==> config.mk <==
export PLATFORM = sky130hd
export DESIGN_NAME = nst_top
export DESIGN_NICKNAME = d
export VERILOG_FILES = /design/src/nst_top.v /design/src/nst_fifo.v
export VERILOG_INCLUDE_DIRS = /design/src /design/src/common
export SDC_FILE = /design/constraint.sdc
export NUM_CORES = 1
export LEC_CHECK = 0
export ABC_AREA = 1
export BUFFER_PORTS_ARGS = -buffer_cell sky130_fd_sc_hd__buf_2
export CORE_UTILIZATION = 55
export DETAILED_ROUTE_END_ITERATION = 7
export GPL_TIMING_DRIVEN = 0
export HOLD_SLACK_MARGIN = 0.15
export PLACE_DENSITY_LB_ADDON = 0.15
export SLEW_MARGIN = 30
export SYNTH_ARGS = -nofsm -noshare
export SYNTH_HDL_FRONTEND = slang
export SYNTH_SLANG_ARGS = --single-unit
==> constraint.sdc <==
create_clock -name pclk -period 9.8 [get_ports pclk]
set_input_delay 2.45 -clock pclk [delete_from_list [all_inputs] [get_ports pclk]]
set_output_delay 2.45 -clock pclk [all_outputs]
set_load 0.02 [all_outputs]
==> src/common/nst_consts.vh <==
// Purpose: constants of the nand strobe timing block
// Assumes: 32-bit apb data, pclk is the system slow clock
// Notes: definitions only
`ifndef NST_CONSTS_VH
`define NST_CONSTS_VH

// ----------------------------------------
// register offsets
// ----------------------------------------
`define NST_OFF_CTRL 8'h00
`define NST_OFF_CLKDIV 8'h04
`define NST_OFF_DELAY 8'h08
`define NST_OFF_CMD 8'h0C
`define NST_OFF_RDATA 8'h10
`define NST_OFF_STATUS 8'h14

// ----------------------------------------
// field positions
// ----------------------------------------
`define NST_CTRL_SYM 0
`define NST_CTRL_DEVCNT_LO 1
`define NST_CTRL_DEVCNT_HI 2
`define NST_CTRL_RBMODE 3
`define NST_CMD_KIND_LO 8
`define NST_CMD_KIND_HI 9

// ----------------------------------------
// reset values and dividers
// ----------------------------------------
`define NST_CTRL_RST 4'h0
`define NST_DELAY_RST 2'h0
`define NST_DIV_FUSE_HIGH 4'h7
`define NST_DIV_FUSE_LOW 4'h3
`define NST_DIV_MIN 4'h2

// ----------------------------------------
// access kinds
// ----------------------------------------
`define NST_KIND_CMD 2'h0
`define NST_KIND_ADDR 2'h1
`define NST_KIND_WRITE 2'h2
`define NST_KIND_READ 2'h3

// ----------------------------------------
// timing counts in half flash periods
// ----------------------------------------
`define NST_SETUP_HALVES 4'h6
`define NST_SETUP_ILV_HALVES 4'h3
`define NST_ASYM_CYCLE_HALVES 4'h4
`define NST_SYM_CYCLE_HALVES 4'h2
`define NST_ASYM_WR_LOW_HALVES 4'h2
`define NST_ASYM_RD_LOW_HALVES 4'h3
`define NST_SYM_LOW_HALVES 4'h1
`define NST_ASYM_HOLD_HALVES 4'h4
`define NST_SYM_HOLD_HALVES 4'h3

`endif

==> src/nst_top.v <==
// Purpose: nand flash strobe timing engine with apb registers
// Assumes: pclk is the system slow clock; fifo feeds the sequencer
// Notes: strobes move only on half flash period ticks
//
// How it works
// - asymmetric mode: each strobe access takes 2T
// - symmetric mode: access in T, half-T edges
// - flash clock is slow clock over divider
// - boot divider 7 if fuse burned, else 3
// - source mode 1: ready from dedicated input
// - capture delay: four equal programmable units
// - interleaved symmetric data: setup becomes 1.5T
`timescale 1ns/1ps
`include "nst_consts.vh"
module nst_top (
    input wire pclk,
    input wire presetn,
    input wire psel,
    input wire penable,
    input wire pwrite,
    input wire [7:0] paddr,
    input wire [31:0] pwdata,
    output reg [31:0] prdata,
    output reg pready,
    output reg pslverr,
    input wire boot_clock_select_fuse,
    input wire ready_busy_input,
    input wire [7:0] nand_data_i,
    output reg [7:0] nand_data_o,
    output reg nand_data_oe,
    output reg nand_ce_n,
    output reg nand_cle,
    output reg nand_ale,
    output reg nand_write_strobe_n,
    output reg read_strobe_n,
    output reg flash_clk
);
    // ----------------------------------------
    // declarations
    // ----------------------------------------
    localparam S_IDLE = 3'h0;
    localparam S_SETUP = 3'h1;
    localparam S_LOW = 3'h2;
    localparam S_HIGH = 3'h3;
    localparam S_HOLD = 3'h4;

    reg [3:0] ctrl_r;
    reg [3:0] div_r;
    reg [1:0] delay_r;
    reg [7:0] rdata_r;
    reg rd_valid_r;
    reg boot_done_r;
    reg [1:0] boot_cnt_r;
    reg fuse_s1_r;
    reg fuse_s2_r;
    reg rb_s1_r;
    reg rb_s2_r;
    reg [7:0] d_s1_r;
    reg [7:0] d_s2_r;
    reg [3:0] cnt_r;
    reg [2:0] st_r;
    reg [2:0] st_nxt;
    reg [3:0] hcnt_r;
    reg [1:0] kind_r;
    reg [7:0] byte_r;
    reg cap_pend_r;
    reg [2:0] cap_cnt_r;

    wire sym;
    wire [1:0] devcnt;
    wire rbmode;
    wire [3:0] div_eff;
    wire [3:0] half_pt;
    wire half_tick;
    wire [3:0] cnt_nxt;
    wire acc_done;
    wire wr_ok;
    wire is_write;
    wire is_read;
    wire fifo_in_ready;
    wire fifo_out_valid;
    wire fifo_pop;
    wire [9:0] fifo_out;
    wire [4:0] fifo_level;
    wire cmd_push;
    wire nand_ready;
    wire pop_ok;
    wire rdata_read;
    wire cap_fire;
    reg [3:0] setup_h;
    reg [3:0] low_h;
    reg [3:0] cyc_h;
    reg [3:0] hold_h;
    reg [31:0] rd_mux;
    reg map_hit;

    assign sym = ctrl_r[`NST_CTRL_SYM];
    assign devcnt = ctrl_r[`NST_CTRL_DEVCNT_HI:`NST_CTRL_DEVCNT_LO];
    assign rbmode = ctrl_r[`NST_CTRL_RBMODE];

    // ----------------------------------------
    // input synchronisers
    // ----------------------------------------
    always @(posedge pclk or negedge presetn) begin
        if (!presetn) begin
            fuse_s1_r <= 1'b0;
            fuse_s2_r <= 1'b0;
            rb_s1_r <= 1'b0;
            rb_s2_r <= 1'b0;
            d_s1_r <= 8'h00;
            d_s2_r <= 8'h00;
        end else begin
            fuse_s1_r <= boot_clock_select_fuse;
            fuse_s2_r <= fuse_s1_r;
            rb_s1_r <= ready_busy_input;
            rb_s2_r <= rb_s1_r;
            d_s1_r <= nand_data_i;
            d_s2_r <= d_s1_r;
        end
    end

    // ----------------------------------------
    // apb slave
    // ----------------------------------------
    assign wr_ok = (paddr != `NST_OFF_CMD) | ~pwrite | fifo_in_ready;
    assign acc_done = psel & penable & pready;
    assign cmd_push = acc_done & pwrite & (paddr == `NST_OFF_CMD);
    assign rdata_read = acc_done & ~pwrite & (paddr == `NST_OFF_RDATA);

    always @* begin
        map_hit = 1'b1;
        rd_mux = 32'h00000000;
        case (paddr)
            `NST_OFF_CTRL: rd_mux = {28'h0000000, ctrl_r};
            `NST_OFF_CLKDIV: rd_mux = {28'h0000000, div_r};
            `NST_OFF_DELAY: rd_mux = {30'h0, delay_r};
            `NST_OFF_CMD: rd_mux = 32'h00000000;
            `NST_OFF_RDATA: rd_mux = {24'h000000, rdata_r};
            `NST_OFF_STATUS: rd_mux = {23'h0, fifo_level, 1'b0, nand_ready, rd_valid_r, (st_r != S_IDLE)};
            default: map_hit = 1'b0;
        endcase
    end

    always @(posedge pclk or negedge presetn) begin
        if (!presetn) begin
            pready <= 1'b0;
            pslverr <= 1'b0;
            prdata <= 32'h00000000;
        end else begin
            pready <= psel & penable & ~pready & wr_ok;
            pslverr <= psel & penable & ~pready & wr_ok & ~map_hit;
            if (psel & penable & ~pready & wr_ok & ~pwrite) begin
                prdata <= rd_mux;
            end else begin
                prdata <= 32'h00000000;
            end
        end
    end

    // ----------------------------------------
    // control registers, boot divider
    // ----------------------------------------
    always @(posedge pclk or negedge presetn) begin
        if (!presetn) begin
            ctrl_r <= `NST_CTRL_RST;
            div_r <= `NST_DIV_FUSE_LOW;
            delay_r <= `NST_DELAY_RST;
            boot_done_r <= 1'b0;
            boot_cnt_r <= 2'h0;
        end else begin
            if (!boot_done_r) begin
                boot_cnt_r <= boot_cnt_r + 1'b1;
                if (boot_cnt_r == 2'h2) begin
                    boot_done_r <= 1'b1;
                    div_r <= fuse_s2_r ? `NST_DIV_FUSE_HIGH : `NST_DIV_FUSE_LOW;
                end
            end else if (acc_done & pwrite) begin
                case (paddr)
                    `NST_OFF_CTRL: ctrl_r <= pwdata[3:0];
                    `NST_OFF_CLKDIV: div_r <= pwdata[3:0];
                    `NST_OFF_DELAY: delay_r <= pwdata[1:0];
                    default: ctrl_r <= ctrl_r;
                endcase
            end
        end
    end

    // ----------------------------------------
    // flash clock divider and half ticks
    // ----------------------------------------
    assign div_eff = (div_r < `NST_DIV_MIN) ? `NST_DIV_MIN : div_r;
    assign half_pt = {1'b0, div_eff[3:1]};
    assign half_tick = (cnt_r == half_pt - 4'h1) | (cnt_r == div_eff - 4'h1);
    assign cnt_nxt = (cnt_r >= div_eff - 4'h1) ? 4'h0 : cnt_r + 4'h1;

    always @(posedge pclk or negedge presetn) begin
        if (!presetn) begin
            cnt_r <= 4'h0;
            flash_clk <= 1'b0;
        end else begin
            cnt_r <= cnt_nxt;
            flash_clk <= (cnt_nxt < half_pt);
        end
    end

    // ----------------------------------------
    // command fifo
    // ----------------------------------------
    nst_fifo #(
        .W(10),
        .D(16),
        .AW(4)
    ) u_fifo (
        .pclk(pclk),
        .presetn(presetn),
        .in_valid(cmd_push),
        .in_ready(fifo_in_ready),
        .in_data(pwdata[9:0]),
        .out_valid(fifo_out_valid),
        .out_ready(pop_ok),
        .out_data(fifo_out),
        .level(fifo_level)
    );

    // ----------------------------------------
    // timing selection per mode
    // ----------------------------------------
    assign is_write = (kind_r != `NST_KIND_READ);
    assign is_read = (kind_r == `NST_KIND_READ);
    assign nand_ready = rbmode ? rb_s2_r : 1'b1;
    assign pop_ok = (st_r == S_IDLE) & half_tick & fifo_out_valid
        & ~((fifo_out[9:8] == `NST_KIND_READ) & rd_valid_r);
    assign fifo_pop = pop_ok & fifo_out_valid;

    always @* begin
        if (sym & (devcnt != 2'h0) & (kind_r[1] == 1'b1)) begin
            setup_h = `NST_SETUP_ILV_HALVES;
        end else begin
            setup_h = `NST_SETUP_HALVES;
        end
        if (sym) begin
            cyc_h = `NST_SYM_CYCLE_HALVES;
            low_h = `NST_SYM_LOW_HALVES;
            hold_h = `NST_SYM_HOLD_HALVES;
        end else begin
            cyc_h = `NST_ASYM_CYCLE_HALVES;
            low_h = is_read ? `NST_ASYM_RD_LOW_HALVES : `NST_ASYM_WR_LOW_HALVES;
            hold_h = `NST_ASYM_HOLD_HALVES;
        end
    end

    // ----------------------------------------
    // strobe sequencer
    // ----------------------------------------
    always @* begin
        st_nxt = st_r;
        case (st_r)
            S_IDLE: begin
                if (fifo_pop) begin
                    st_nxt = S_SETUP;
                end
            end
            S_SETUP: begin
                if (half_tick & (hcnt_r >= setup_h - 4'h1) & (is_write | nand_ready)) begin
                    st_nxt = S_LOW;
                end
            end
            S_LOW: begin
                if (half_tick & (hcnt_r >= low_h - 4'h1)) begin
                    st_nxt = S_HIGH;
                end
            end
            S_HIGH: begin
                if (half_tick & (hcnt_r >= cyc_h - low_h - 4'h1)) begin
                    st_nxt = S_HOLD;
                end
            end
            S_HOLD: begin
                if (half_tick & (hcnt_r >= hold_h - 4'h1)) begin
                    st_nxt = S_IDLE;
                end
            end
            default: st_nxt = S_IDLE;
        endcase
    end

    always @(posedge pclk or negedge presetn) begin
        if (!presetn) begin
            st_r <= S_IDLE;
            hcnt_r <= 4'h0;
            kind_r <= `NST_KIND_CMD;
            byte_r <= 8'h00;
        end else begin
            st_r <= st_nxt;
            if (st_nxt != st_r) begin
                hcnt_r <= 4'h0;
            end else if (half_tick & (hcnt_r != 4'hF)) begin
                hcnt_r <= hcnt_r + 4'h1;
            end
            if (fifo_pop) begin
                kind_r <= fifo_out[`NST_CMD_KIND_HI:`NST_CMD_KIND_LO];
                byte_r <= fifo_out[7:0];
            end
        end
    end

    // ----------------------------------------
    // pin outputs
    // ----------------------------------------
    always @(posedge pclk or negedge presetn) begin
        if (!presetn) begin
            nand_ce_n <= 1'b1;
            nand_cle <= 1'b0;
            nand_ale <= 1'b0;
            nand_write_strobe_n <= 1'b1;
            read_strobe_n <= 1'b1;
            nand_data_o <= 8'h00;
            nand_data_oe <= 1'b0;
        end else begin
            nand_ce_n <= (st_nxt == S_IDLE);
            nand_cle <= (st_nxt != S_IDLE) & (kind_r == `NST_KIND_CMD) & ~fifo_pop
                | fifo_pop & (fifo_out[9:8] == `NST_KIND_CMD);
            nand_ale <= (st_nxt != S_IDLE) & (kind_r == `NST_KIND_ADDR) & ~fifo_pop
                | fifo_pop & (fifo_out[9:8] == `NST_KIND_ADDR);
            nand_write_strobe_n <= ~((st_nxt == S_LOW) & is_write);
            read_strobe_n <= ~((st_nxt == S_LOW) & is_read);
            nand_data_oe <= (st_nxt != S_IDLE) & is_write & ~fifo_pop
                | fifo_pop & (fifo_out[9:8] != `NST_KIND_READ);
            nand_data_o <= fifo_pop ? fifo_out[7:0] : byte_r;
        end
    end

    // ----------------------------------------
    // read capture behind the delay chain
    // ----------------------------------------
    assign cap_fire = cap_pend_r & (cap_cnt_r == 3'h0);

    always @(posedge pclk or negedge presetn) begin
        if (!presetn) begin
            cap_pend_r <= 1'b0;
            cap_cnt_r <= 3'h0;
        end else begin
            if ((st_r == S_LOW) & (st_nxt == S_HIGH) & is_read) begin
                cap_pend_r <= 1'b1;
                cap_cnt_r <= {1'b0, delay_r};
            end else if (cap_fire) begin
                cap_pend_r <= 1'b0;
            end else if (cap_pend_r) begin
                cap_cnt_r <= cap_cnt_r - 3'h1;
            end
        end
    end

    always @(posedge pclk or negedge presetn) begin
        if (!presetn) begin
            rdata_r <= 8'h00;
            rd_valid_r <= 1'b0;
        end else begin
            if (cap_fire) begin
                rdata_r <= d_s2_r;
                rd_valid_r <= 1'b1;
            end else if (rdata_read) begin
                rd_valid_r <= 1'b0;
            end
        end
    end
endmodule // nst_top

==> src/nst_fifo.v <==
// Purpose: synchronous fifo with valid/ready on both sides
// Assumes: single clock, depth a power of two
// Notes: storage is flip-flops
`timescale 1ns/1ps
module nst_fifo #(
    parameter W = 10,
    parameter D = 16,
    parameter AW = 4
) (
    input wire pclk,
    input wire presetn,
    input wire in_valid,
    output wire in_ready,
    input wire [W-1:0] in_data,
    output wire out_valid,
    input wire out_ready,
    output wire [W-1:0] out_data,
    output wire [AW:0] level
);
    reg [W-1:0] mem_r [0:D-1];
    reg [AW-1:0] wp_r;
    reg [AW-1:0] rp_r;
    reg [AW:0] cnt_r;
    wire push;
    wire pop;

    assign in_ready = (cnt_r != D[AW:0]);
    assign out_valid = (cnt_r != {(AW+1){1'b0}});
    assign out_data = mem_r[rp_r];
    assign level = cnt_r;
    assign push = in_valid & in_ready;
    assign pop = out_valid & out_ready;

    // ----------------------------------------
    // pointers and count
    // ----------------------------------------
    always @(posedge pclk or negedge presetn) begin
        if (!presetn) begin
            wp_r <= {AW{1'b0}};
            rp_r <= {AW{1'b0}};
            cnt_r <= {(AW+1){1'b0}};
        end else begin
            if (push) begin
                wp_r <= wp_r + 1'b1;
            end
            if (pop) begin
                rp_r <= rp_r + 1'b1;
            end
            if (push & ~pop) begin
                cnt_r <= cnt_r + 1'b1;
            end else if (pop & ~push) begin
                cnt_r <= cnt_r - 1'b1;
            end
        end
    end

    // ----------------------------------------
    // storage
    // ----------------------------------------
    always @(posedge pclk) begin
        if (push) begin
            mem_r[wp_r] <= in_data;
        end
    end
endmodule // nst_fifo

# [Yosys cells after proc, flatten, opt, wreduce, memory -nomap -nowiden]
# Memory sizes are Yosys's and may differ from the RTL's.
# Cells that the tools add are included.
# W data, S select, Z words.
[classes] addsub=15 mul=0 div=0 magnitude_cmp=7 n_eq_ne=27 shift=0 n_mux=37 bitwise=55 reduce_logical=21
[op_table] cell="$pmux W9 S5" count=1
[op_table] cell="$and A1 B1 Y1" count=40
[op_table] cell="$mux W3" count=12
[op_table] cell="$mux W4" count=8
[op_table] cell="$ge A4 B4 Y1" count=5
[op_table] cell="$sub A4 B1 Y4 const B" count=5
[op_table] cell="$add A4 B1 Y4 const B" count=4
[op_table] cell="$eq A8 B4 Y1 const B" count=2
[op_table] cell="$eq A8 B5 Y1 const B" count=2
[op_table] cell="$pmux W3 S5" count=1
[op_table] cell="$reduce_bool A2 Y1" count=7
[op_table] cell="$eq A3 B2 Y1 const B" count=4
[op_table] cell="$mux W1" count=11
[op_table] cell="$mux W5" count=2
[op_table] cell="$logic_not A3 Y1" count=3
[op_table] cell="$mux W9" count=1
[op_table] cell="$reduce_and A3 Y1" count=3
[op_table] cell="$eq A4 B4 Y1" count=2
[op_table] cell="$eq A8 B3 Y1 const B" count=1
[op_table] cell="$logic_not A8 Y1" count=1
[op_table] cell="$ne A8 B4 Y1 const B" count=1
[op_table] cell="$not A1 Y1" count=8
[op_table] cell="$or A1 B1 Y1" count=7
[op_table] cell="$eq A2 B2 Y1 const B" count=3
[op_table] cell="other kinds (22)" count=28
[totals] reg_bits=121 latch_bits=0 mem_bits_rw=160 mem_bits_ro=0 in_bits=55 output_inout_bits=49 word_cells=196 mem_count=1
[memory_table] name="u_fifo.mem_r" words=16 word_bits=10 rd=1 rd_clocked_by_memory_dff=0 write_ports=1 line_no="nst_fifo.v:20" source="reg [W-1:0] mem_r [0:D-1];"

# [Longest topological paths before layout]
[logic_depth] ltp_word=16 ltp_mapped=27

# [Cells and area by module]
# A second synthesis with hierarchy kept.
[hier_totals] hier_cells=1209 area_unflattened_um2=11723.7
[modules_own_cells] mod="nst_fifo" n_inst=1 cells_each=745 area_each_um2=7549.7 seq_area_each_um2=5129.9
[modules_own_cells] mod="nst_top" n_inst=1 cells_each=464 area_each_um2=4174.0 seq_area_each_um2=2133.3

# [Least setup slack after synthesis]
# OpenSTA, ideal clock, no wires.
[synth_path] kind="input-to-reg" from="input port paddr[7]" to="register u_fifo.cnt_r[4] (netlist: u_fifo.level[4])" setup_ns=0.125 arrival_ns=4.501 required_time_ns=9.675 path_slack_ns=5.174 cell_stages=17 path_cell_list="nor2_1 > nand2_1 > nor3_1 > inv_1 > nor2_1 > nand3_1 > clkinv_1 > ha_1 > inv_1 > ha_1 > nand2_1 > nor2_1 > a211oi_1 > nand2_1 > nand2_1 > nor2_1 > xor2_1"
[synth_via] elab_chain_len=6 elab_cells_between_ends=8 cone_classes="1 x eq/ne; 1 x mux; 5 x bitwise; 1 x reduce/logical"
[synth_rtl] item="start, declared" line_no="nst_top.v:21" source="input wire [7:0] paddr,"
[synth_rtl] item="$eq A8 B4 Y1 *"
[synth_rtl] item="$and A1 B1 Y1 *" line_no="nst_top.v:127" source="assign cmd_push = acc_done & pwrite & (paddr == `NST_OFF_CMD);"
[synth_rtl] item="$and A1 B1 Y1 *" line_no="nst_fifo.v:31" source="assign push = in_valid & in_ready;"
[synth_rtl] item="named net u_fifo.push" line_no="nst_fifo.v:24" source="wire push;"
[synth_rtl] item="$not A1 Y1" line_no="nst_fifo.v:51" source="end else if (pop & ~push) begin"
[synth_rtl] item="$and A1 B1 Y1" line_no="nst_fifo.v:51"
[synth_rtl] item="$reduce_bool A2 Y1 (no line)"
[synth_rtl] item="end signal, assigned" line_no="nst_fifo.v:41" source="cnt_r <= {(AW+1){1'b0}};"
[synth_rtl] item="end signal, assigned" line_no="nst_fifo.v:50" source="cnt_r <= cnt_r + 1'b1;"
[synth_rtl] item="end signal, assigned" line_no="nst_fifo.v:52" source="cnt_r <= cnt_r - 1'b1;"
[synth_rtl] item="end, declared" line_no="nst_fifo.v:23" source="reg [AW:0] cnt_r;"
# The timed path passes the listed nets; every way through them passes the cells marked *.
# A chain may end at the register's enable or synchronous reset.

# [Worst setup path in the final report]
# Same ends and word-level chain as after synthesis.

==> run metrics <==
Max Slew Vio Count=0; min cycle time layout=4800 ps; area of the core=0.0197 mm^2; IO Port Bufs=58; total global routing overflow=0; r2r setup slk=5860 ps; Final setup viols=0; cell count after synthesis=977; die height=145 um; row count=51; EDFF count, synth=160; drc violations=0; WHS Endpoint=d_s2_r[5]; vias in the first global route=7189; FFs w/ async S/R, synth=38.0%; initial DRC count=604; final hold vios=0; postcts setup bufs=0; Post-Syn Area=0.0112 mm^2; class of the most critical setup path=primary input to flip-flop; Worst Path Required=10210 ps; max_cap viols=0; Die W=145 um; ys flop type=edfxtp_1; routed len/inst=17.6 um; Critical Path Source Type=primary input; DR pass1 iterations=5; min-delay src=d_s1_r[5]; status=completed; initial core utilization=57.0%; gr usage total=23.4%; Worst-Margin Slew=765 ps; Lkg Pwr=5.16 nW; Nets=1175; RSZ-0062 raised after global routing=false; DP HPWL=16500 um; post-synthesis cell type count=53; Final ANT Viol Nets=0; fill count=1499; Post-CTS Resized=0; cts bufs inserted=27; FF-to-FF path depth=27; final WL=24200 um; Critical Path End Type=flip-flop; Slew headroom=49.0%; arrival time at the worst endpoint=5210 ps; I/O pin cnt=104; average vias per placed instance=5.49; die area=0.0210 mm^2; clk_skew=20.7 ps; hold depth=0; fmax=208 MHz; number of synthesized register bits=258; Worst R2R Start=div_r[2]; TritonCTS clock tree=yes; area growth from synthesis to layout=14.8%; Worst-path clk slew=60 ps; VDD IR-drop max=0.154 mV; fin crit share=48.9%; DR vias=7548; Avg Inst Size Synth=11.5 um^2; antenna violations before repair=0; ant diodes=0; H-tree depth=1; Power Density=260 mW/mm^2; share of cells above drive strength 1=18.9%; reg2reg end=u_fifo.level[4]; Clock Tree Buf Depth=3; CP Max Fanout=8; Hold Slack=346 ps; largest net degree at the start of global routing=52; Final GP Congestion=0.832; root buffer cell=clkbuf_16; HP Class=flip-flop to flip-flop; Sum Neg Setup Slack=0 ps; sequential share of the synthesized area=64.7%; Yosys warning count=0; Clock Sinks=258; Clock Latency Late Sink=540 ps; first-pass GRT wire length=38200 um; # hold bufs at CTS=0
[per-layer routing]
metal / routed length, um / global-route usage, % / vias to the layer above
met1: 10800 / 33.5 / 3639
met5: 0 / 0 / -
met3: 1570 / 3.46 / 34
met4: 479 / 7.13 / 0
met2: 11400 / 37.0 / 284
li1: - / - / 3591
[state kept, by name, indices dropped and copies added, names as in the netlist, 2 cells and up]
name and count:
cap_cnt_r 3, nand_data_o 8, kind_r 2, u_fifo.rp_r 4, boot_cnt_r 2, ctrl_r 4, div_r 4, st_r 3
u_fifo.mem_r 160, d_s1_r 8, u_fifo.wp_r 4, prdata 9, cnt_r 4, rdata_r 8, u_fifo.level 5, hcnt_r 4
d_s2_r 8, delay_r 2
[report_power, final]
part           leakage, nW  internal, mW  switching [mW]
clock network        0.428         0.593           0.404
logic                 2.11         0.354           0.703
registers             2.62          1.23          0.0640
total                 5.16          2.18            1.17
[per-stage QoR]
step / setup WS (ps) / util [%] / cell area (um^2) / total power, mW / cells
after global routing: 4630 / 65.4 / 12900 / 3.52 / 1374
after global placement: 4460 / 60.6 / 11900 / 2.35 / 1323
after CTS: 5020 / 65.3 / 12900 / 3.36 / 1374
after floorplan: 5170 / - / 11300 / 2.05 / 1000
after detailed placement: 4470 / 60.8 / 12000 / 2.37 / 1324
final: 5000 / 65.4 / 12900 / 3.35 / 1374
[cell usage after synthesis, types with 2 or more instances]
library cell,n,area share [%]
inv_1,65,2.2
a211oi_1,2,0.13
mux2_2,9,0.90
xor2_1,11,0.86
nand2_1,126,4.2
nor2_2,7,0.39
clkbuf_1,20,0.67
nand3b_1,2,0.13
inv_2,8,0.27
a31oi_1,3,0.17
nand4_1,4,0.22
buf_4,25,1.7
o211ai_1,9,0.60
nor3_1,16,0.71
edfxtp_1,160,43
buf_2,2,0.089
o221ai_1,21,1.6
dfstp_2,5,1.2
buf_6,4,0.40
o21ai_2,2,0.16
nor2_8,2,0.36
a221oi_1,3,0.23
clkbuf_4,2,0.13
xnor2_1,5,0.39
o22ai_1,11,0.61
nand2_4,3,0.30
nand3_1,39,1.7
nor2_1,132,4.4
conb_1,2,0.067
a31oi_2,7,0.78
dfrtp_1,93,21
nor4_1,2,0.11
o21ai_0,99,4.4
nand2_2,8,0.45
a21oi_1,18,0.80
nand3_2,3,0.27
ha_1,31,3.5
[layout make-up]
| cell class | instances | area [um^2] | area share, % |
|---|---|---|---|
| clock buffers | 39 | 761 | 5.90 |
| clock inverters | 11 | 118 | 0.912 |
| plain buffers | 55 | 368 | 2.85 |
| well taps | 265 | 332 | 2.57 |
| inverters | 75 | 287 | 2.22 |
| flip-flops and latches | 258 | 7260 | 56.3 |
| repair buffers | 59 | 324 | 2.51 |
| multi-input cells | 612 | 3440 | 26.7 |
[cell families (layout without fill, tap and decap cells)]
family | after synthesis | after routing | synth area share, %
flip-flops | 258 | 258 | 64.7
buffers and inverters | 130 | 239 | 5.83
AO/OA/AOI/OAI | 182 | 182 | 10.1
adder cells (fa/ha/maj) | 32 | 32 | 3.63
XOR/XNOR | 16 | 16 | 1.25
other | 2 | 25 | 0.0669
AND/OR/NAND/NOR | 348 | 348 | 13.6
multiplexers | 9 | 9 | 0.902
[worst max path at each step]
stage,startpoint,endpoint,slack [ps],cells after the start
finish,paddr[7],u_fifo.level[4],5000,18
global route,paddr[7],u_fifo.level[4],4630,18
CTS,paddr[7],u_fifo.level[4],5020,18
detailed placement,paddr[7],u_fifo.level[4],4470,18
global placement,paddr[7],u_fifo.mem_r[15][8],4460,10
floorplan,paddr[7],u_fifo.level[4],5170,17
[layout by cell type (no fill, tap or decap), drive strengths merged]
cell type,Yosys,final
bufinv,0,2
clkinvlp,0,1
a211oi,2,2
edfxtp,160,160
fa,1,1
buf,33,92
dfrtp,93,93
a221oi,3,3
clkbuf,22,61
xor2,11,11
ha,31,31
o22ai,11,11
a21oi,19,19
nor3,17,17
dfstp,5,5
nor2,142,142
nor3b,1,1
clkinv,1,6
conb,2,25
mux2,9,9
o221ai,21,21
or2,1,1
nand2,137,137
nand4,4,4
o211ai,10,10
nor4,2,2
inv,74,77
o21ai,102,102
o2111ai,1,1
a31oi,10,10
xnor2,5,5
nand3,42,42
nand3b,2,2
o21bai,1,1
a21o,1,1
o22a,1,1
[critical path, stage by stage]
cell and delay, ps:
buf_2 90, nor2_1 130, nand2_1 110, nor3_1 190, inv_1 90, nor2_1 180, nand3_1 250, clkinv_1 280
ha_1 300, inv_1 110, ha_1 330, nand2_1 80, nor2_1 40, a211oi_1 240, nand2_1 90, nand2_1 70
nor2_1 40, xor2_1 130
Power figures use the tool's default switching activity.
